==> config.mk <==
export PLATFORM = sky130hd
export DESIGN_NAME = awce_engine
export DESIGN_NICKNAME = d
export VERILOG_FILES = /design/src/include/awce_pkg.sv /design/src/hw/awce_engine.sv
export SDC_FILE = /design/constraint.sdc
export NUM_CORES = 1
export LEC_CHECK = 0
export BUFFER_PORTS_ARGS = -buffer_cell sky130_fd_sc_hd__buf_2
export CORE_MARGIN = 5
export CORE_UTILIZATION = 38
export CTS_CLUSTER_SIZE = 12
export DETAILED_ROUTE_END_ITERATION = 7
export PLACE_DENSITY = 0.55
export SLEW_MARGIN = 20
export SYNTH_ARGS = -nofsm -noshare
export SYNTH_HDL_FRONTEND = slang
export SYNTH_SLANG_ARGS = --single-unit
==> constraint.sdc <==
create_clock -name MCLK -period 2.9 [get_ports MCLK]
set_input_delay 0.29 -clock MCLK [delete_from_list [all_inputs] [get_ports MCLK]]
set_output_delay 0.29 -clock MCLK [all_outputs]
set_load 0.03 [all_outputs]
==> src/include/awce_pkg.sv <==
// constants and carriers for the ata write command engine
package awce_pkg;
  // apb register byte offsets
  localparam logic [7:0] A_DATA = 8'h00;
  localparam logic [7:0] A_FEAT = 8'h04;
  localparam logic [7:0] A_CNT = 8'h08;
  localparam logic [7:0] A_LO = 8'h0C;
  localparam logic [7:0] A_MID = 8'h10;
  localparam logic [7:0] A_HI = 8'h14;
  localparam logic [7:0] A_DEV = 8'h18;
  localparam logic [7:0] A_CMD = 8'h1C;
  localparam logic [7:0] A_CTL = 8'h20;
  localparam logic [7:0] A_ERR = 8'h24;
  localparam logic [7:0] A_MCFG = 8'h28;
  localparam logic [7:0] A_IDENT = 8'h2C;
  localparam logic [7:0] A_TAG = 8'h30;
  // opcodes
  localparam logic [7:0] CMD_FPDMA_WR = 8'h61;
  localparam logic [7:0] CMD_WR_MULT = 8'hC5;
  localparam logic [7:0] CMD_WR_MULT_EXT = 8'h39;
  // field positions
  localparam int ST_BSY = 7;
  localparam int ST_DRDY = 6;
  localparam int ST_DRQ = 3;
  localparam int ST_ERR = 0;
  localparam int ER_ABRT = 2;
  localparam int ER_MEDIA = 6;
  localparam int DEV_FUA = 7;
  localparam int DEV_LBA = 6;
  localparam int CTL_HOB = 7;
  localparam int MCFG_EN = 8;
  localparam int TAG_LSB = 3;
  // reset values and counts
  localparam logic [15:0] TF_RST = 16'h0000;
  localparam logic [7:0] DEV_RST = 8'hA0;
  localparam logic [16:0] CNT_MAX = 17'h1_0000;
  localparam logic [16:0] CNT28_MAX = 17'h0_0100;
  // busy must rise this soon after the opcode
  localparam int BUSY_NS = 400;
  localparam int CLK_NS = 25;
  localparam int BUSY_CYC = BUSY_NS / CLK_NS;
  // request to the flash back end
  typedef struct packed {
    logic wr;
    logic fua;
    logic [47:0] lba;
  } awce_mreq_t;
  // one data word toward the sector buffer
  typedef struct packed {
    logic we;
    logic [15:0] data;
  } awce_word_t;
endpackage

==> src/hw/awce_engine.sv <==
// write command engine: task file, apb slave, block sequencing
// Function
// - with queuing enabled, accept queued write opcode and take host data
// - forced-unit-access one: commit to media before completion
// - forced-unit-access zero: completion may precede media commit
// - queued length comes from features; zero means 65536 sectors
// - busy rises within 400 ns of a multiple write opcode
// - multiple write interrupts once per block, not per sector
// - data request qualified only at each block start
// - multiple write count is sectors, not blocks
// - uneven count gives full blocks then one partial block
// - abort multiple write if block size unset or multiple disabled
// - error posted after block attempt; stop at failing sector
// - interrupt whenever data request rises at a multiple write block start
// - on error load failing address and residual sector count
// - block sizes up to MAX_BLK supported (one by default); reported in identify data
// - extended multiple write uses 48-bit address, 16-bit count
// - high-order-byte bit selects upper half; any task file access clears it
// - extended error reports 48-bit address and 16-bit residual
// - on accept raise busy, then data request with busy low
//
// The register offsets and the APB register port were decided locally.
`timescale 1ns/1ps
module awce_engine #(
  parameter int SECTOR_WORDS = 256,
  parameter logic [7:0] MAX_BLK = 8'h01,
  parameter bit NCQ_EN = 1'b1
) (
  // clock, reset, enable
  input wire logic MCLK,
  input wire logic SYS_RST,
  input wire logic CE,
  // apb slave
  input wire logic PSEL,
  input wire logic PENABLE,
  input wire logic PWRITE,
  input wire logic [7:0] PADDR,
  input wire logic [31:0] PWDATA,
  output logic [31:0] PRDATA,
  output logic PREADY,
  output logic PSLVERR,
  // host interrupt
  output logic INTRQ,
  // flash back end
  output awce_pkg::awce_mreq_t MEDIA_REQ,
  output awce_pkg::awce_word_t MEDIA_WORD,
  input wire logic MEDIA_ACK,
  input wire logic MEDIA_ERR
);
  import awce_pkg::*;
  typedef enum logic [2:0] {
    S_IDLE, S_BUSY, S_DRQ, S_COMMIT, S_WAIT
  } awce_state_t;
  localparam int WW = $clog2(SECTOR_WORDS);
  localparam logic [WW-1:0] LAST_W = WW'(SECTOR_WORDS - 1);
  awce_state_t st_q;
  logic [15:0] feat_q, cnt_q, lo_q, mid_q, hi_q;
  logic [7:0] dev_q, err_q, mblk_q;
  logic men_q, hob_q, bsy_q, drq_q, errst_q, intrq_q, pready_q;
  logic [47:0] lba_q;
  logic [16:0] rem_q;
  logic [7:0] bs_q, rx_q, cm_q;
  logic [WW-1:0] word_q;
  logic fua_q, blkint_q;
  logic [4:0] tag_q;
  awce_mreq_t mreq_q;
  awce_word_t mword_q;
  logic [31:0] prdata_q;
  logic pslverr_q;
  // byte lane select for one half of a 16-bit task file field
  function automatic logic [15:0] put_half(input logic [15:0] r,
      input logic hob, input logic [7:0] b);
    put_half = hob ? {b, r[7:0]} : {r[15:8], b};
  endfunction
  function automatic logic [7:0] get_half(input logic [15:0] r,
      input logic hob);
    get_half = hob ? r[15:8] : r[7:0];
  endfunction
  function automatic logic [16:0] len16(input logic [15:0] v);
    len16 = (v == 16'h0000) ? CNT_MAX : {1'b0, v};
  endfunction
  // apb: answer comes one cycle into the access phase
  logic acc, done, wr_go, rd_go, tf_hit;
  assign acc = PSEL & PENABLE & ~pready_q;
  assign done = PSEL & PENABLE & pready_q;
  assign wr_go = done & PWRITE;
  assign rd_go = done & ~PWRITE;
  assign tf_hit = (PADDR <= A_CMD) && (PADDR[1:0] == 2'b00);
  // opcode decode
  logic cmd_go, is_q, is_m, is_x, mult_ok, good;
  logic [47:0] lba_in;
  logic [16:0] len_in;
  logic [7:0] cmd;
  assign cmd = PWDATA[7:0];
  assign cmd_go = wr_go && (PADDR == A_CMD) && (st_q == S_IDLE);
  assign is_q = NCQ_EN && (cmd == CMD_FPDMA_WR);
  assign is_m = (cmd == CMD_WR_MULT) && dev_q[DEV_LBA];
  assign is_x = (cmd == CMD_WR_MULT_EXT);
  // size zero or above the supported limit counts as never set
  assign mult_ok = men_q && (mblk_q != 8'h00) &&
                   (mblk_q <= MAX_BLK);
  assign good = is_q | ((is_m | is_x) & mult_ok);
  // 28-bit form packs head, cylinder and sector fields
  assign lba_in = is_m ?
      {20'h0_0000, dev_q[3:0], hi_q[7:0], mid_q[7:0], lo_q[7:0]} :
      {hi_q[15:8], mid_q[15:8], lo_q[15:8],
       hi_q[7:0], mid_q[7:0], lo_q[7:0]};
  // 28-bit count of zero means 256 sectors
  assign len_in = is_q ? len16(feat_q) :
      is_x ? len16(cnt_q) :
      ((cnt_q[7:0] == 8'h00) ? CNT28_MAX : {9'h000, cnt_q[7:0]});
  // block length: full block or the remainder
  logic [7:0] blk_len;
  assign blk_len = (rem_q < {9'h000, bs_q}) ? rem_q[7:0] : bs_q;
  logic data_wr, last_word, fail, ok_ack, stat_rd;
  assign data_wr = wr_go && (PADDR == A_DATA) && (st_q == S_DRQ);
  assign last_word = (word_q == LAST_W);
  assign fail = (st_q == S_WAIT) && MEDIA_ACK && MEDIA_ERR;
  assign ok_ack = (st_q == S_WAIT) && MEDIA_ACK && !MEDIA_ERR;
  assign stat_rd = rd_go && (PADDR == A_CMD);
  // apb handshake and read data
  always_ff @(posedge MCLK) begin
    if (SYS_RST) begin
      pready_q <= 1'b0;
      prdata_q <= 32'h0000_0000;
      pslverr_q <= 1'b0;
    end else if (CE) begin
      pready_q <= acc;
      pslverr_q <= 1'b0;
      if (acc) begin
        prdata_q <= 32'h0000_0000;
        case (PADDR)
          A_FEAT: prdata_q[7:0] <= get_half(feat_q, hob_q);
          A_CNT: prdata_q[7:0] <= get_half(cnt_q, hob_q);
          A_LO: prdata_q[7:0] <= get_half(lo_q, hob_q);
          A_MID: prdata_q[7:0] <= get_half(mid_q, hob_q);
          A_HI: prdata_q[7:0] <= get_half(hi_q, hob_q);
          A_DEV: prdata_q[7:0] <= dev_q;
          A_CMD: prdata_q[7:0] <= {bsy_q, ~bsy_q, 2'b00, drq_q,
                                   2'b00, errst_q};
          A_CTL: prdata_q[CTL_HOB] <= hob_q;
          A_ERR: prdata_q[7:0] <= err_q;
          A_MCFG: prdata_q[8:0] <= {men_q, mblk_q};
          A_IDENT: prdata_q[7:0] <= MAX_BLK;
          A_TAG: prdata_q[4:0] <= tag_q;
          A_DATA: prdata_q <= 32'h0000_0000;
          default: pslverr_q <= 1'b1; // unmapped
        endcase
      end
    end
  end
  // high-order-byte select: set by control, cleared by task file access
  always_ff @(posedge MCLK) begin
    if (SYS_RST) begin
      hob_q <= 1'b0;
    end else if (CE) begin
      if (wr_go && (PADDR == A_CTL)) begin
        hob_q <= PWDATA[CTL_HOB];
      end else if (done && tf_hit) begin
        hob_q <= 1'b0;
      end
    end
  end
  // multiple-mode setting, written by the set-multiple path
  always_ff @(posedge MCLK) begin
    if (SYS_RST) begin
      mblk_q <= 8'h00;
      men_q <= 1'b0;
    end else if (CE && wr_go && (PADDR == A_MCFG) && st_q == S_IDLE) begin
      mblk_q <= PWDATA[7:0];
      men_q <= PWDATA[MCFG_EN];
    end
  end
  // task file: host writes while idle, error report overrides
  always_ff @(posedge MCLK) begin
    if (SYS_RST) begin
      feat_q <= TF_RST;
      cnt_q <= TF_RST;
      lo_q <= TF_RST;
      mid_q <= TF_RST;
      hi_q <= TF_RST;
      dev_q <= DEV_RST;
    end else if (CE) begin
      if (fail) begin
        // failing sector and the residual including it
        lo_q <= {lba_q[31:24], lba_q[7:0]};
        mid_q <= {lba_q[39:32], lba_q[15:8]};
        hi_q <= {lba_q[47:40], lba_q[23:16]};
        cnt_q <= rem_q[15:0];
        dev_q[3:0] <= lba_q[27:24];
      end else if (wr_go && st_q == S_IDLE) begin
        case (PADDR)
          A_FEAT: feat_q <= put_half(feat_q, hob_q, PWDATA[7:0]);
          A_CNT: cnt_q <= put_half(cnt_q, hob_q, PWDATA[7:0]);
          A_LO: lo_q <= put_half(lo_q, hob_q, PWDATA[7:0]);
          A_MID: mid_q <= put_half(mid_q, hob_q, PWDATA[7:0]);
          A_HI: hi_q <= put_half(hi_q, hob_q, PWDATA[7:0]);
          A_DEV: dev_q <= PWDATA[7:0];
          default: dev_q <= dev_q;
        endcase
      end
    end
  end
  // command sequencer
  always_ff @(posedge MCLK) begin
    if (SYS_RST) begin
      st_q <= S_IDLE;
      bsy_q <= 1'b0;
      drq_q <= 1'b0;
      errst_q <= 1'b0;
      err_q <= 8'h00;
      lba_q <= 48'h0000_0000_0000;
      rem_q <= 17'h0_0000;
      bs_q <= 8'h01;
      rx_q <= 8'h00;
      cm_q <= 8'h00;
      word_q <= '0;
      fua_q <= 1'b0;
      blkint_q <= 1'b0;
      tag_q <= 5'h00;
    end else if (CE) begin
      case (st_q)
        S_IDLE: begin
          if (cmd_go) begin
            errst_q <= ~good;
            err_q <= good ? 8'h00 : 8'h04;
            if (good) begin
              bsy_q <= 1'b1;
              st_q <= S_BUSY;
              lba_q <= lba_in;
              rem_q <= len_in;
              bs_q <= is_q ? 8'h01 : mblk_q;
              blkint_q <= ~is_q;
              fua_q <= is_q & dev_q[DEV_FUA];
              tag_q <= is_q ? cnt_q[TAG_LSB+4:TAG_LSB] : tag_q;
            end
          end
        end
        S_BUSY: begin
          // block start: only here is data request qualified
          bsy_q <= 1'b0;
          drq_q <= 1'b1;
          rx_q <= blk_len;
          cm_q <= blk_len;
          word_q <= '0;
          st_q <= S_DRQ;
        end
        S_DRQ: begin
          if (data_wr) begin
            word_q <= last_word ? '0 : word_q + 1'b1;
            if (last_word) begin
              rx_q <= rx_q - 8'h01;
              if (rx_q == 8'h01) begin
                drq_q <= 1'b0;
                bsy_q <= 1'b1;
                st_q <= S_COMMIT;
              end
            end
          end
        end
        S_COMMIT: st_q <= S_WAIT;
        S_WAIT: begin
          if (fail) begin
            // later blocks of the command are dropped
            bsy_q <= 1'b0;
            errst_q <= 1'b1;
            err_q <= 8'h40;
            st_q <= S_IDLE;
          end else if (ok_ack) begin
            lba_q <= lba_q + 48'h0000_0000_0001;
            rem_q <= rem_q - 17'h0_0001;
            cm_q <= cm_q - 8'h01;
            if (rem_q == 17'h0_0001) begin
              bsy_q <= 1'b0;
              st_q <= S_IDLE;
            end else if (cm_q == 8'h01) begin
              st_q <= S_BUSY;
            end else begin
              st_q <= S_COMMIT;
            end
          end
        end
        default: st_q <= S_IDLE;
      endcase
    end
  end
  // interrupt: multiple write block starts, completion, error; a status read clears it
  logic int_set;
  assign int_set = (st_q == S_BUSY && blkint_q) || fail ||
      (ok_ack && rem_q == 17'h0_0001) || (cmd_go && !good);
  always_ff @(posedge MCLK) begin
    if (SYS_RST) begin
      intrq_q <= 1'b0;
    end else if (CE) begin
      if (int_set) begin
        intrq_q <= 1'b1;
      end else if (stat_rd) begin
        intrq_q <= 1'b0;
      end
    end
  end
  // back end strobes; fua travels with each commit request
  always_ff @(posedge MCLK) begin
    if (SYS_RST) begin
      mreq_q <= '0;
      mword_q <= '0;
    end else if (CE) begin
      mreq_q.wr <= (st_q == S_COMMIT);
      mreq_q.fua <= fua_q;
      mreq_q.lba <= lba_q;
      mword_q.we <= data_wr;
      mword_q.data <= PWDATA[15:0];
    end
  end
  assign PRDATA = prdata_q;
  assign PREADY = pready_q;
  assign PSLVERR = pslverr_q;
  assign INTRQ = intrq_q;
  assign MEDIA_REQ = mreq_q;
  assign MEDIA_WORD = mword_q;
  // checks; busy bound is the 400 ns limit in whole clock cycles
  localparam int BUSY_LIM = BUSY_CYC;
  a_busy_rise: assert property (@(posedge MCLK) disable iff (SYS_RST)
    cmd_go && CE && good |-> ##[1:BUSY_LIM] bsy_q)
    else $error("busy late after opcode");
  a_abort_nomult: assert property (@(posedge MCLK) disable iff (SYS_RST)
    cmd_go && CE && (is_m | is_x) && !mult_ok && !is_q
    |=> errst_q && err_q[ER_ABRT] && st_q == S_IDLE)
    else $error("multiple write not aborted");
  a_drq_block: assert property (@(posedge MCLK) disable iff (SYS_RST)
    st_q == S_DRQ && !(data_wr && last_word && rx_q == 8'h01)
    |=> drq_q && st_q == S_DRQ)
    else $error("data request dropped inside block");
  a_intr_block: assert property (@(posedge MCLK) disable iff (SYS_RST)
    CE && st_q == S_BUSY && blkint_q |=> drq_q && intrq_q)
    else $error("no interrupt at block start");
  a_hob_clear: assert property (@(posedge MCLK) disable iff (SYS_RST)
    CE && done && tf_hit |=> !hob_q)
    else $error("high byte select not cleared");
  a_residual: assert property (@(posedge MCLK) disable iff (SYS_RST)
    CE && fail |=> cnt_q == $past(rem_q[15:0]) &&
    lo_q[7:0] == $past(lba_q[7:0]))
    else $error("error residual wrong");
  a_queue_len: assert property (@(posedge MCLK) disable iff (SYS_RST)
    cmd_go && CE && is_q && feat_q == 16'h0000
    |=> rem_q == CNT_MAX)
    else $error("zero queued length not 65536");
  a_tag_keep: assert property (@(posedge MCLK) disable iff (SYS_RST)
    cmd_go && CE && is_q |=> tag_q == $past(cnt_q[7:3]))
    else $error("queued tag not stored");
  a_fua_commit: assert property (@(posedge MCLK) disable iff (SYS_RST)
    CE && st_q == S_WAIT && !MEDIA_ACK |=> st_q == S_WAIT)
    else $error("completion reported before media commit");
  a_block_limit: assert property (@(posedge MCLK) disable iff (SYS_RST)
    st_q == S_DRQ |-> rx_q <= MAX_BLK)
    else $error("block larger than supported");
  c_mult_done: cover property (@(posedge MCLK) disable iff (SYS_RST)
    st_q == S_WAIT && ok_ack && rem_q == 17'h0_0001 && blkint_q);
  c_queued: cover property (@(posedge MCLK) disable iff (SYS_RST)
    cmd_go && is_q && dev_q[DEV_FUA]);
  c_media_fail: cover property (@(posedge MCLK) disable iff (SYS_RST)
    fail);
  c_abort: cover property (@(posedge MCLK) disable iff (SYS_RST)
    cmd_go && !good);
endmodule

# ---- Yosys cells after proc, flatten, opt, wreduce, memory -nomap -nowiden
# Index checks and enable logic that the tools add are counted.
dict set report op_classes {
  addsub 5
  n_lt_le_gt_ge 3
  eq_ne 34
  muxes 88
  bitwise_logic 16
  n_reduce_logical 72
}
# operator n
set op_table {}
lappend op_table {{$mux W48} 5}
lappend op_table {{$mux W16} 13}
lappend op_table {{$mux W17} 8}
lappend op_table {{$mux W8} 15}
lappend op_table {{$pmux W48 S2} 1}
lappend op_table {{$pmux W8 S2} 4}
lappend op_table {{$pmux W5 S11} 1}
lappend op_table {{$reduce_and A4 Y1} 13}
lappend op_table {{$add A48 B1 Y48 const B} 1}
lappend op_table {{$eq A8 B6 Y1 const B} 6}
lappend op_table {{$pmux W17 S2} 1}
lappend op_table {{$eq A8 B5 Y1 const B} 4}
lappend op_table {{$logic_not A16 Y1} 2}
lappend op_table {{$mux W3} 8}
lappend op_table {{$reduce_bool A2 Y1} 12}
lappend op_table {{$logic_and A1 B1 Y1} 21}
lappend op_table {{$mux W1} 20}
lappend op_table {{$reduce_and A5 Y1} 4}
lappend op_table {{$pmux W2 S9} 1}
lappend op_table {{$eq A17 B1 Y1 const B} 1}
lappend op_table {{$lt A17 B8 Y1} 1}
lappend op_table {{$sub A17 B1 Y17 const B} 1}
lappend op_table {{$eq A8 B1 Y1 const B} 2}
lappend op_table {{$eq A8 B4 Y1 const B} 2}
lappend op_table {{37 further kinds} 71}
dict set report word_totals {
  reg_bits 295
  input_bits 48
  out_inout_bits 102
  word_cells 256
}

# ---- Logic depth before layout (Yosys ltp)
# Gate-level depths: netlist of the first run.
dict set report depth {
  ltp_word 10
  depth_mapped 10
  mapped_depth_nobuf 9
}

# ---- Worst setup path after synthesis of the first run
# OpenSTA, ideal clock, no wires.
dict set report synth_timing {
  path_kind {register to register}
  start {register rem_q[3]}
  end {register rx_q[4]}
  setup_ps 136
  arrival_ps 2303
  required_ps 2764
  path_slack_ps 461
  stages_incl_launch_ff 9
  path_buffers 0
  period_less_slack_ps 2439
  cell_sequence {dfxtp_1 -> ha_1 -> a21o_1 -> a211oi_1 -> o21ai_1 -> a211oi_2 -> mux2_2 -> a21oi_1 -> o31ai_1}
}
dict set report synth_via {
  elab_chain_len 3
}
# element line
set synth_lines {}
lappend synth_lines {{from (decl)} awce_engine.sv:61} ;# logic [16:0] rem_q;
lappend synth_lines {{from (signal assigned)} awce_engine.sv:231} ;# rem_q <= len_in;
lappend synth_lines {{from (signal assigned)} awce_engine.sv:271} ;# rem_q <= rem_q - 17'h0_0001;
lappend synth_lines {{$lt A17 B8 Y1} awce_engine.sv:114} ;# assign blk_len = (rem_q < {9'h000, bs_q}) ? rem_q[7:0] : bs_q;
lappend synth_lines {{$mux W8} awce_engine.sv:114}
lappend synth_lines {{$pmux W8 S2} awce_engine.sv:222} ;# case (st_q)
lappend synth_lines {{to (signal assigned)} awce_engine.sv:243} ;# rx_q <= blk_len;
lappend synth_lines {{to (signal assigned)} awce_engine.sv:252} ;# rx_q <= rx_q - 8'h01;
lappend synth_lines {{to (decl)} awce_engine.sv:62} ;# logic [7:0] bs_q, rx_q, cm_q;
# Every way passes these cells.
# A chain may end at the register's enable or synchronous reset.

# ---- Final worst setup path of the first run
dict set report layout_timing {
  start {register st_q[2]}
  end {register lo_q[1]}
}
dict set report layout_via {
  elab_chain_len 5
  elab_cells_between_ends 10
  classes_between {2 x eq/ne; 1 x mux; 7 x reduce/logical}
}
# element line
set layout_lines {}
lappend layout_lines {{from (decl)} awce_engine.sv:56} ;# awce_state_t st_q;
lappend layout_lines {{from (signal assigned)} awce_engine.sv:207} ;# st_q <= S_IDLE;
lappend layout_lines {{from (signal assigned)} awce_engine.sv:229} ;# st_q <= S_BUSY;
lappend layout_lines {{from (signal assigned)} awce_engine.sv:246} ;# st_q <= S_DRQ;
lappend layout_lines {{$eq A3 B3 Y1} awce_engine.sv:118} ;# assign fail = (st_q == S_WAIT) && MEDIA_ACK && MEDIA_ERR;
lappend layout_lines {{$logic_and A1 B1 Y1 (2 in a row)} awce_engine.sv:118}
lappend layout_lines {{$ne A2 B1 Y1 (no line) or $reduce_bool A2 Y1 (tied branches)} --}
lappend layout_lines {{$reduce_and A4 Y1 (no line)} --}
lappend layout_lines {{to (signal assigned)} awce_engine.sv:186} ;# lo_q <= {lba_q[31:24], lba_q[7:0]};
lappend layout_lines {{to (signal assigned)} awce_engine.sv:195} ;# A_LO: lo_q <= put_half(lo_q, hob_q, PWDATA[7:0]);
lappend layout_lines {{to (decl)} awce_engine.sv:57} ;# logic [15:0] feat_q, cnt_q, lo_q, mid_q, hi_q;
# Several ways; a longest one is shown, not always the timed one.

==> results of run 1 <==
==> final timing paths <==
check              end  slack, ns
max reg2reg    lo_q[1]       0.36
max            lo_q[1]       0.36
min          mblk_q[3]       0.05
min reg2reg  PRDATA[8]       0.45
==> critical path: cells and delay by family (launching register included) <==
family          cells  cell delay, ns
compound gates      2            0.80
buf+inv             1            0.20
simple gates        4            1.07
flops               1            0.39
==> state kept, by name, indices dropped and copies added (netlist names), 17 cells and up <==
register    flops
rem_q          17
lba_q          48
MEDIA_WORD     17
MEDIA_REQ      50
==> placed cells by master (no fill, tap or decap), drive strengths merged, types with 55 or more instances in the layout <==
cell type / count
nor3: 56
clkbuf: 55
o21ai: 99
a21oi: 184
a211oi: 56
nand2: 178
buf: 193
dfxtp: 289
mux2i: 117
nor2: 283
==> cells by family after synthesis <==
kind of cell             share of synthesized area (%)
adder cells (fa/ha/maj)                           1.24
other                                           0.0247
AND/OR/NAND/NOR                                   22.9
buffers and inverters                             5.67
multiplexers                                      9.72
XOR/XNOR                                         0.231
AO/OA/AOI/OAI                                     22.1
flip-flops                                        38.1
==> power breakdown <==
part / total, µW / switching [µW] / internal (µW)
registers: 4000 / 8.78 / 3990
logic: 449 / 328 / 121
clock network: 4320 / 1780 / 2540
==> layer usage <==
metal | vias up | share of wire [%] | GRT usage (%) | wire length, µm
met5 | - | 0 | 0 | 0
met4 | 0 | 2.8 | 6.86 | 1550
met3 | 98 | 8.6 | 6.04 | 4700
met2 | 565 | 43 | 36.3 | 23900
met1 | 7107 | 45 | 34.0 | 24900
li1 | 7019 | - | - | -
==> per-stage QoR <==
| stage | power, µW | utilization (%) | area (µm²) | instances | setup slack (ns) |
|---|---|---|---|---|---|
| final | 8770 | 44.4 | 17600 | 2527 | 0.357 |
| after global routing | 9050 | 44.4 | 17600 | 2527 | 0.167 |
| after CTS | 8870 | 44.4 | 17600 | 2527 | 0.413 |
| after detailed placement | 4520 | 41.4 | 16400 | 2458 | 0.250 |
| after global placement | 4520 | 41.4 | 16400 | 2458 | 0.277 |
| after floorplan | 4380 | - | 15300 | 1912 | 0.461 |
==> area by class of cell <==
type	instances	area (µm²)
multi-input combinational	1433	8620
clock inverter	7	52.6
clock buffer	55	1070
tap	525	657
timing repair buffer	200	1360
inverter	18	67.6
sequential	289	5790
fill	4047	22000
==> what timing repair did <==
item,CTS,global route
gates resized for setup,0,0
buffers inserted,0,0
hold buffers,7,0
endpoints found under the hold margin,7,0
==> impl_results.md, run 1 <==
- WP data required: 3.34 ns
- Top_reg_cell synth: dfxtp_1
- Fin. Hold Viols: 0
- Clock slew at the register clock pins of the worst setup and hold paths: 0.06 ns
- # diodes: 0
- Mean post-synth cell area: 8.03 µm²
- Mapped Area: 15200 µm²
- #FFs+latches synth: 289
- Hold_sp: PWDATA[3]
- Slew at the pin closest to its max-slew limit: 0.981 ns
- Vias per inst: 5.85
- Total number of vias: 14800
- Vias in the first global route: 13800
- Total global-route track usage: 24.0%
- CTS buffer count: 35
- Tmin final: 2.54 ns
- CTS H-tree depth: 2
- CTS tree: yes
- Setup TNS: 0 ns
- Post-synthesis cell type count: 87
- PD cells: 498 nW/µm²
- Largest net degree at the start of global routing: 91
- YS warnings: 0
- Final period util: 87.7%
- Post-synth EDFFs: 0
- Synth top cells by count: dfxtp_1, nor2_1, a21oi_1
- # nets final: 2040
- Min-delay worst type: input pin to flop
- Post-route ant nets: 0
- GPL Wtd Cong: 0.943
- CP startpoint: st_q[2]
- Fin. max-slew vios: 0
- Cell count after synthesis: 1890
- Detailed Route Iter0 Violations: 1373
- Drt drc: 0
- Layout cells sized above 1: 15.2%
- Worst Hold Depth: 3
- Setup-failing EPs final: 0
- Area leader, netlist: dfxtp_1
- Leak pwr: 0.00662 µW
- Critical path peak fanout: 16
- Grt ovf: 0
- CP max-delay cell: o21a_1
- First-pass GRT wire length: 84200 µm
- Synth top area share: 38.1%
- Root Buffer: clkbuf_16
- Worst r2r src: st_q[2]
- Die area: 44000 µm²
- Critical-path cell list: buf_4 -> nor3_1 -> nand3_1 -> nor3_1 -> o21a_1 -> nor2_1 -> a211oi_1
- Ys async rst share: 0%
- Initial antenna violation count: 0
- Crit Path Category: flop to flop
- Floorplan core area: 39600 µm²
- CTS Buffer Depth: 3
- Status: finished, final reports clean
- Depth of the worst register-to-register path: 7
- CP Launch Type: flop
- IO Pins: 150
- Clk sinks: 289
- Wire length per cell: 21.8 µm
- Initial core utilization: 38.3%
- Count leader, synth: dfxtp_1
- Fmax: 393 MHz
- Unrepaired setup endpoints after global routing: false
- Synth area leaders: dfxtp_1, mux2i_1, nor2_1
- Crit end category: flop
- Drt total wl: 55000 µm
- Layout area overhead: 16.0%
- Num rows: 73
- Clk Latency, worst-skew pair: 0.54 ns
- PortBufs: 110
- Maxcap violations: 0
- Post-DP HPWL: 38500 µm
- Die H: 210 µm
- DR pass1 iterations: 6
- Worst Clk Skew: 0.0146 ns
- Arr. time, crit path: 2.98 ns
- Biggest cell delay along the critical path: 0.56 ns
- Die X: 210 µm
- WHS: 0.0511 ns
- Max transition margin: 34.2%
- Post-synthesis sequential area ratio: 38.1%
- Most common cell on crit path: nor3_1
- IR drop worst, VDD: 0.383 mV
Note: power is estimated with default switching activity, not from simulation.
==> run 2: changes to the inputs <==
--- a/config.mk
+++ b/config.mk
@@ -6,11 +6,11 @@
 export NUM_CORES = 1
 export LEC_CHECK = 0
 export BUFFER_PORTS_ARGS = -buffer_cell sky130_fd_sc_hd__buf_2
-export CORE_MARGIN = 5
+export CORE_MARGIN = 2
 export CORE_UTILIZATION = 38
 export CTS_CLUSTER_SIZE = 12
 export DETAILED_ROUTE_END_ITERATION = 7
-export PLACE_DENSITY = 0.55
+export PLACE_DENSITY_LB_ADDON = 0.3
 export SLEW_MARGIN = 20
 export SYNTH_ARGS = -nofsm -noshare
 export SYNTH_HDL_FRONTEND = slang
==> impl_results.md, run 2 (synthesis results as in run 1) <==
- Layout cells sized above 1: 15.6% (+0.41 points)
- Die area: 41500 µm² (-5.6%)
- Largest net degree at the start of global routing: 85 (-6.6%)
- GPL Wtd Cong: 0.952 (+0.95%)
- Initial antenna violation count: 0 (unchanged)
- Clk sinks: 289 (unchanged)
- Final period util: 90.3% (+2.6 points)
- Met2 GRT Util: 38.8% (+2.5 points)
- Setup TNS: 0 ns (unchanged)
- Layout area overhead: 17.0%
- Grt met3 use: 4.78% (-1.3 points)
- Critical path peak fanout: 16 (unchanged)
- Detailed Route Iter0 Violations: 1615 (+18%)
- Commonest non-fill, non-tap cell in the layout: dfxtp_1
- Leak pwr: 0.00669 µW (+1.2%)
- CP Launch Type: flop
- Maxcap violations: 0 (unchanged)
- CTS tree: yes
- CTS buffer count: 35 (unchanged)
- Pre-CTS setup slack: 0.323 ns (+0.0728 ns)
- IO Pins: 150 (unchanged)
- Most frequent cells in the layout: dfxtp_1, nor2_1, a21oi_1
- Status: finished, final reports clean
- Die X: 204 µm (-2.9%)
- Post-DP HPWL: 37600 µm (-2.3%)
- Met1 global-route usage: 36.1% (+2.1 points)
- Unrepaired setup endpoints after global routing: false
- Root Buffer: clkbuf_16
- Total global-route track usage: 25.6% (+1.6 points)
- Cts hold-fix bufs: 7 (unchanged)
- Initial core utilization: 38.4% (+0.088 points)
- Fmax: 382 MHz (-2.9%)
- DR pass1 iterations: 5 (-1)
- Wire length per cell: 21.2 µm (-2.4%)
- Worst Clk Skew: 0.0261 ns (+0.0115 ns)
- Number of setup buffers added after CTS: 0 (unchanged)
- Drt drc: 0 (unchanged)
- # nets final: 2045 (+0.25%)
- Clock slew at the register clock pins of the worst setup and hold paths: 0.06 ns (about the same)
- Crit Path Category: flop to flop
- Drt total wl: 53800 µm (-2.2%)
- Final WS setup: 0.280 ns (-0.0761 ns)
- Max FFs per register: 50 (unchanged)
- Busiest grt layer: met2
- CTS Buffer Depth: 3 (unchanged)
- Hold_sp: PWDATA[3]
- Floorplan core area: 39500 µm² (-0.23%)
- Multi-input gate area: 8620 µm² (about the same)
- Vias in the first global route: 13800 (+0.28%)
- Crit end category: flop
- Slew at the pin closest to its max-slew limit: 0.897 ns (-0.0841 ns)
- R2r setup slk: 0.28 ns (-0.08 ns)
- PortBufs: 110 (unchanged)
- Arr. time, crit path: 3.08 ns (+0.10 ns)
- Cts repair resizes: 0 (unchanged)
- # diodes: 0 (unchanged)
- Min-delay worst type: input pin to flop
- Grt ovf: 0 (unchanged)
- IR drop worst, VDD: 0.431 mV (+13%)
- Vias per inst: 5.93 (+1.3%)
- Hold endpoint: mblk_q[3]
- First-pass GRT wire length: 83300 µm (-1.1%)
- Depth of the worst register-to-register path: 6 (-1)
- Clk Latency, worst-skew pair: 0.57 ns (+0.03 ns)
- Post-route ant nets: 0 (unchanged)
- # fillers: 3891 (-3.9%)
- Total number of vias: 15000 (+1.5%)
- PD cells: 511 nW/µm² (+2.6%)
- Fin. Hold Viols: 0 (unchanged)
- Max transition margin: 40.2% (+6.0 points)
- Tmin final: 2.62 ns (+0.0761 ns)
- WP data required: 3.36 ns (+0.02 ns)
- FF-to-FF End: lo_q[2]
- CTS H-tree depth: 2 (unchanged)
- Die H: 204 µm (-2.9%)
- Num rows: 73 (unchanged)
- Setup-failing EPs final: 0 (unchanged)
- Worst Hold Depth: 3 (unchanged)
- Fin. max-slew vios: 0 (unchanged)
- Sequential Area: 5790 µm² (unchanged)
- Worst r2r src: st_q[0]
-- run 2: cell count changes in the layout (fill, tap and decap cells not counted), moves of 2 or more --
cell / delta
clkbuf_1: -3
buf_4: +4
clkbuf_8: +5
clkinv_2: -2
bufinv_16: +2
-- run 2: metal layers --
metal  share of wire [%]  wire length, µm  vias up
li1                    -                -     7024
met2                  44            23400      697
met1                  43            23400     7175
met4                 3.2             1740        0
met5                   0                0        -
met3                 9.8             5250      113
-- run 2: final cells by class --
class                           count  share of cell area (%)
Multi-Input combinational cell   1433                    48.6
Sequential cell                   289                    32.6
Timing Repair Buffer              205                    7.92
Clock buffer                       55                    6.15
Tap cell                          525                    3.70
Clock inverter                      7                   0.691
Inverter                           18                   0.381
-- run 2: power by group --
part           switching [µW]  total (µW)  internal (µW)
sequential               8.69        4000           3990
combinational             324         449            124
clock                    1840        4620           2780
total                    2180        9070           6890
-- run 2: metrics by stage --
stage          area (µm²)  instances  hold slack, ns  power (µW)  util, %
3_5_place_dp        16500       2463           0.442        4520     41.6
2_1_floorplan       15300       1912           0.430        4380        -
4_1_cts             17700       2532          0.0110        9130     44.9
6_report            17800       2532          0.0244        9070     44.9
3_3_place_gp        16500       2463           0.442        4520     41.6
5_1_grt             17800       2532          0.0437        9320     44.9
-- run 2: critical path, cell delays in order (launching register included) --
cell and delay, ns:
dfxtp_1 0.46, nor3_1 0.54, nand3_1 0.24, nor3_1 0.45, o21a_1 0.50, nor2_1 0.08
a211oi_1 0.25
-- run 2: how the worst max path moves through the flow --
stage | cells after the start | end | slack [ns] | from
finish | 6 | lo_q[2] | 0.28 | st_q[0]
floorplan | 8 | rx_q[4] | 0.46 | rem_q[3]
global route | 6 | lo_q[2] | 0.04 | st_q[0]
global placement | 9 | lba_q[26] | 0.36 | PWDATA[3]
CTS | 6 | lo_q[2] | 0.36 | st_q[0]
detailed placement | 6 | lo_q[2] | 0.32 | st_q[0]
==> run 3: changes to the inputs <==
==> constraint.sdc (replaced) <==
create_clock -name MCLK -period 3 [get_ports MCLK]
set_input_delay 0.3 -clock MCLK [delete_from_list [all_inputs] [get_ports MCLK]]
set_output_delay 0.3 -clock MCLK [all_outputs]
set_load 0.03 [all_outputs]
==> impl_results.md, run 3 (synthesis results as in run 1) <==
- Floorplan core area: 39500 µm² (unchanged)
- Fin. Hold Viols: 0 (unchanged)
- IR drop worst, VDD: 0.329 mV (-24%)
- CTS buffer count: 34 (-2.9%)
- # nets final: 2022 (-1.1%)
- Die area: 41500 µm² (unchanged)
- Root Buffer: clkbuf_16
- Clk sinks: 289 (unchanged)
- Final core occ: 44.0% (-0.85 points)
- Detailed Route Iter0 Violations: 1658 (+2.7%)
- Biggest cell delay along the critical path: 0.62 ns (+0.08 ns)
- Tmin final: 2.58 ns (-0.0382 ns)
- Busiest grt layer: met2
- Max transition margin: 34.6% (-5.6 points)
- IO Pins: 150 (unchanged)
- Unrepaired setup endpoints after global routing: false
- Initial core utilization: 38.4% (unchanged)
- Most common cell on crit path: o21ai_0
- PD cells: 481 nW/µm² (-5.9%)
- # fillers: 3902 (+0.28%)
- Commonest non-fill, non-tap cell in the layout: dfxtp_1
- Number of setup buffers added after CTS: 0 (unchanged)
- Vias in the first global route: 13800 (-0.61%)
- CTS Buffer Depth: 3 (unchanged)
- Arr. time, crit path: 3.04 ns (-0.04 ns)
- Sequential Area: 5790 µm² (unchanged)
- Drt drc: 0 (unchanged)
- Post-route ant nets: 0 (unchanged)
- CTS H-tree depth: 2 (unchanged)
- Layout cells sized above 1: 14.4% (-1.2 points)
- Initial antenna violation count: 1 (+1)
- Vias per inst: 6.00 (+1.2%)
- Clk Latency, worst-skew pair: 0.56 ns (about the same)
- Die H: 204 µm (unchanged)
- GPL Wtd Cong: 0.930 (-2.3%)
- Cts repair resizes: 0 (unchanged)
- Critical path peak fanout: 14 (-2)
- Fin. max-slew vios: 0 (unchanged)
- Clock slew at the register clock pins of the worst setup and hold paths: 0.06 ns (about the same)
- Total global-route track usage: 25.4% (-0.15 points)
- Buffers & Inverters on Critical Path: 0 (unchanged)
- Grt ovf: 0 (unchanged)
- CTS tree: yes
- Max FFs per register: 50 (unchanged)
- WP data required: 3.46 ns (+0.10 ns)
- Slew at the pin closest to its max-slew limit: 0.974 ns (+0.0772 ns)
- Status: finished, final reports clean
- DR pass1 iterations: 5 (unchanged)
- Most frequent cells in the layout: dfxtp_1, nor2_1, a21oi_1
- Drt total wl: 53800 µm (+0.16%)
- Met2 GRT Util: 38.0% (-0.79 points)
- CP max-delay cell: dfxtp_1
- Final period util: 86.0% (-4.3 points)
- Crit Path Category: flop to flop
- CP Launch Type: flop
- Post-DP HPWL: 37000 µm (-1.8%)
- Setup TNS: 0 ns (unchanged)
- Wire length per cell: 21.5 µm (+1.1%)
- Largest net degree at the start of global routing: 102 (+20%)
- WHS: 0.0490 ns (+0.0246 ns)
- Delay-heaviest family, CP: compound AO/OA/AOI/OAI gates
- Setup-failing EPs final: 0 (unchanged)
- First-pass GRT wire length: 82700 µm (-0.79%)
- # diodes: 0 (unchanged)
- Total number of vias: 15100 (+0.31%)
- Num rows: 73 (unchanged)
- Critical-path cell list: nor4bb_1 -> nand4_1 -> o21ai_0 -> o21ai_0 -> nor4_1 -> a31oi_1 -> o21ai_0
- Grt met3 use: 5.21% (+0.43 points)
- Fmax: 387 MHz (+1.5%)
- Leak pwr: 0.00650 µW (-2.9%)
- Maxcap violations: 0 (unchanged)
- PortBufs: 110 (unchanged)
- Layout area overhead: 14.8%
- Crit end category: flop
- Met1 global-route usage: 35.8% (-0.32 points)
- Min-delay worst type: input pin to flop
- Multi-input gate area: 8620 µm² (about the same)
- PnR Total Power: 8370 µW (-7.7%)
- Die X: 204 µm (unchanged)
- Worst Clk Skew: 0.0227 ns (-0.00338 ns)
-- run 3: cell count changes in the layout (fill, tap and decap cells not counted), sizes merged --
| cell | change |
|---|---|
| buf | -22 |
| bufinv | -1 |
| clkbuf | -7 |
| clkinv | +4 |
| clkinvlp | +1 |
| inv | +2 |
-- run 3: path summary, 6_finish.rpt --
| check | start | end | slack (ns) | depth (start not counted) |
|---|---|---|---|---|
| setup reg to reg | st_q[1] | rx_q[1] | 0.42 | 7 |
| setup / recovery | st_q[1] | rx_q[1] | 0.42 | 7 |
| hold reg to reg | PRDATA[3] | PRDATA[3] | 0.46 | 2 |
| hold / removal | PWDATA[1] | mblk_q[1] | 0.05 | 3 |
-- run 3: worst min-delay path: stages --
cell     delay, ns
buf_2         0.13
nand2_1       0.06
a21oi_1       0.05
-- run 3: power by group --
part / switching [µW] / total, µW / internal [µW]
combinational: 316 / 431 / 115
sequential: 8.25 / 3860 / 3850
clock: 1750 / 4080 / 2330
-- run 3: through the flow --
stage / worst slack [ns] / instances / cell area (µm²)
after global placement: 0.464 / 2441 / 16300
after floorplan: 0.561 / 1912 / 15300
after detailed placement: 0.449 / 2441 / 16300
after global routing: 0.129 / 2509 / 17400
after CTS: 0.427 / 2509 / 17400
final: 0.419 / 2509 / 17400
-- run 3: timing repair --
item | in CTS | in global routing
hold buffers | 7 | 0
endpoints found under the hold margin | 7 | 0
endpoints found under the setup margin | 0 | 0
-- run 3: cell type report --
type                       count  area share, %
timing repair buffer         183           6.98
inverter                      18          0.388
clock inverter                13          0.683
sequential                   289           33.2
multi-input combinational   1433           49.5
tap                          525           3.77
clock buffer                  48           5.47
-- run 3: layer usage --
metal	part of all wire [%]	up-vias
met3	9.6	124
met2	43	760
met5	0.022	-
li1	-	6978
met4	3.5	2
met1	44	7191
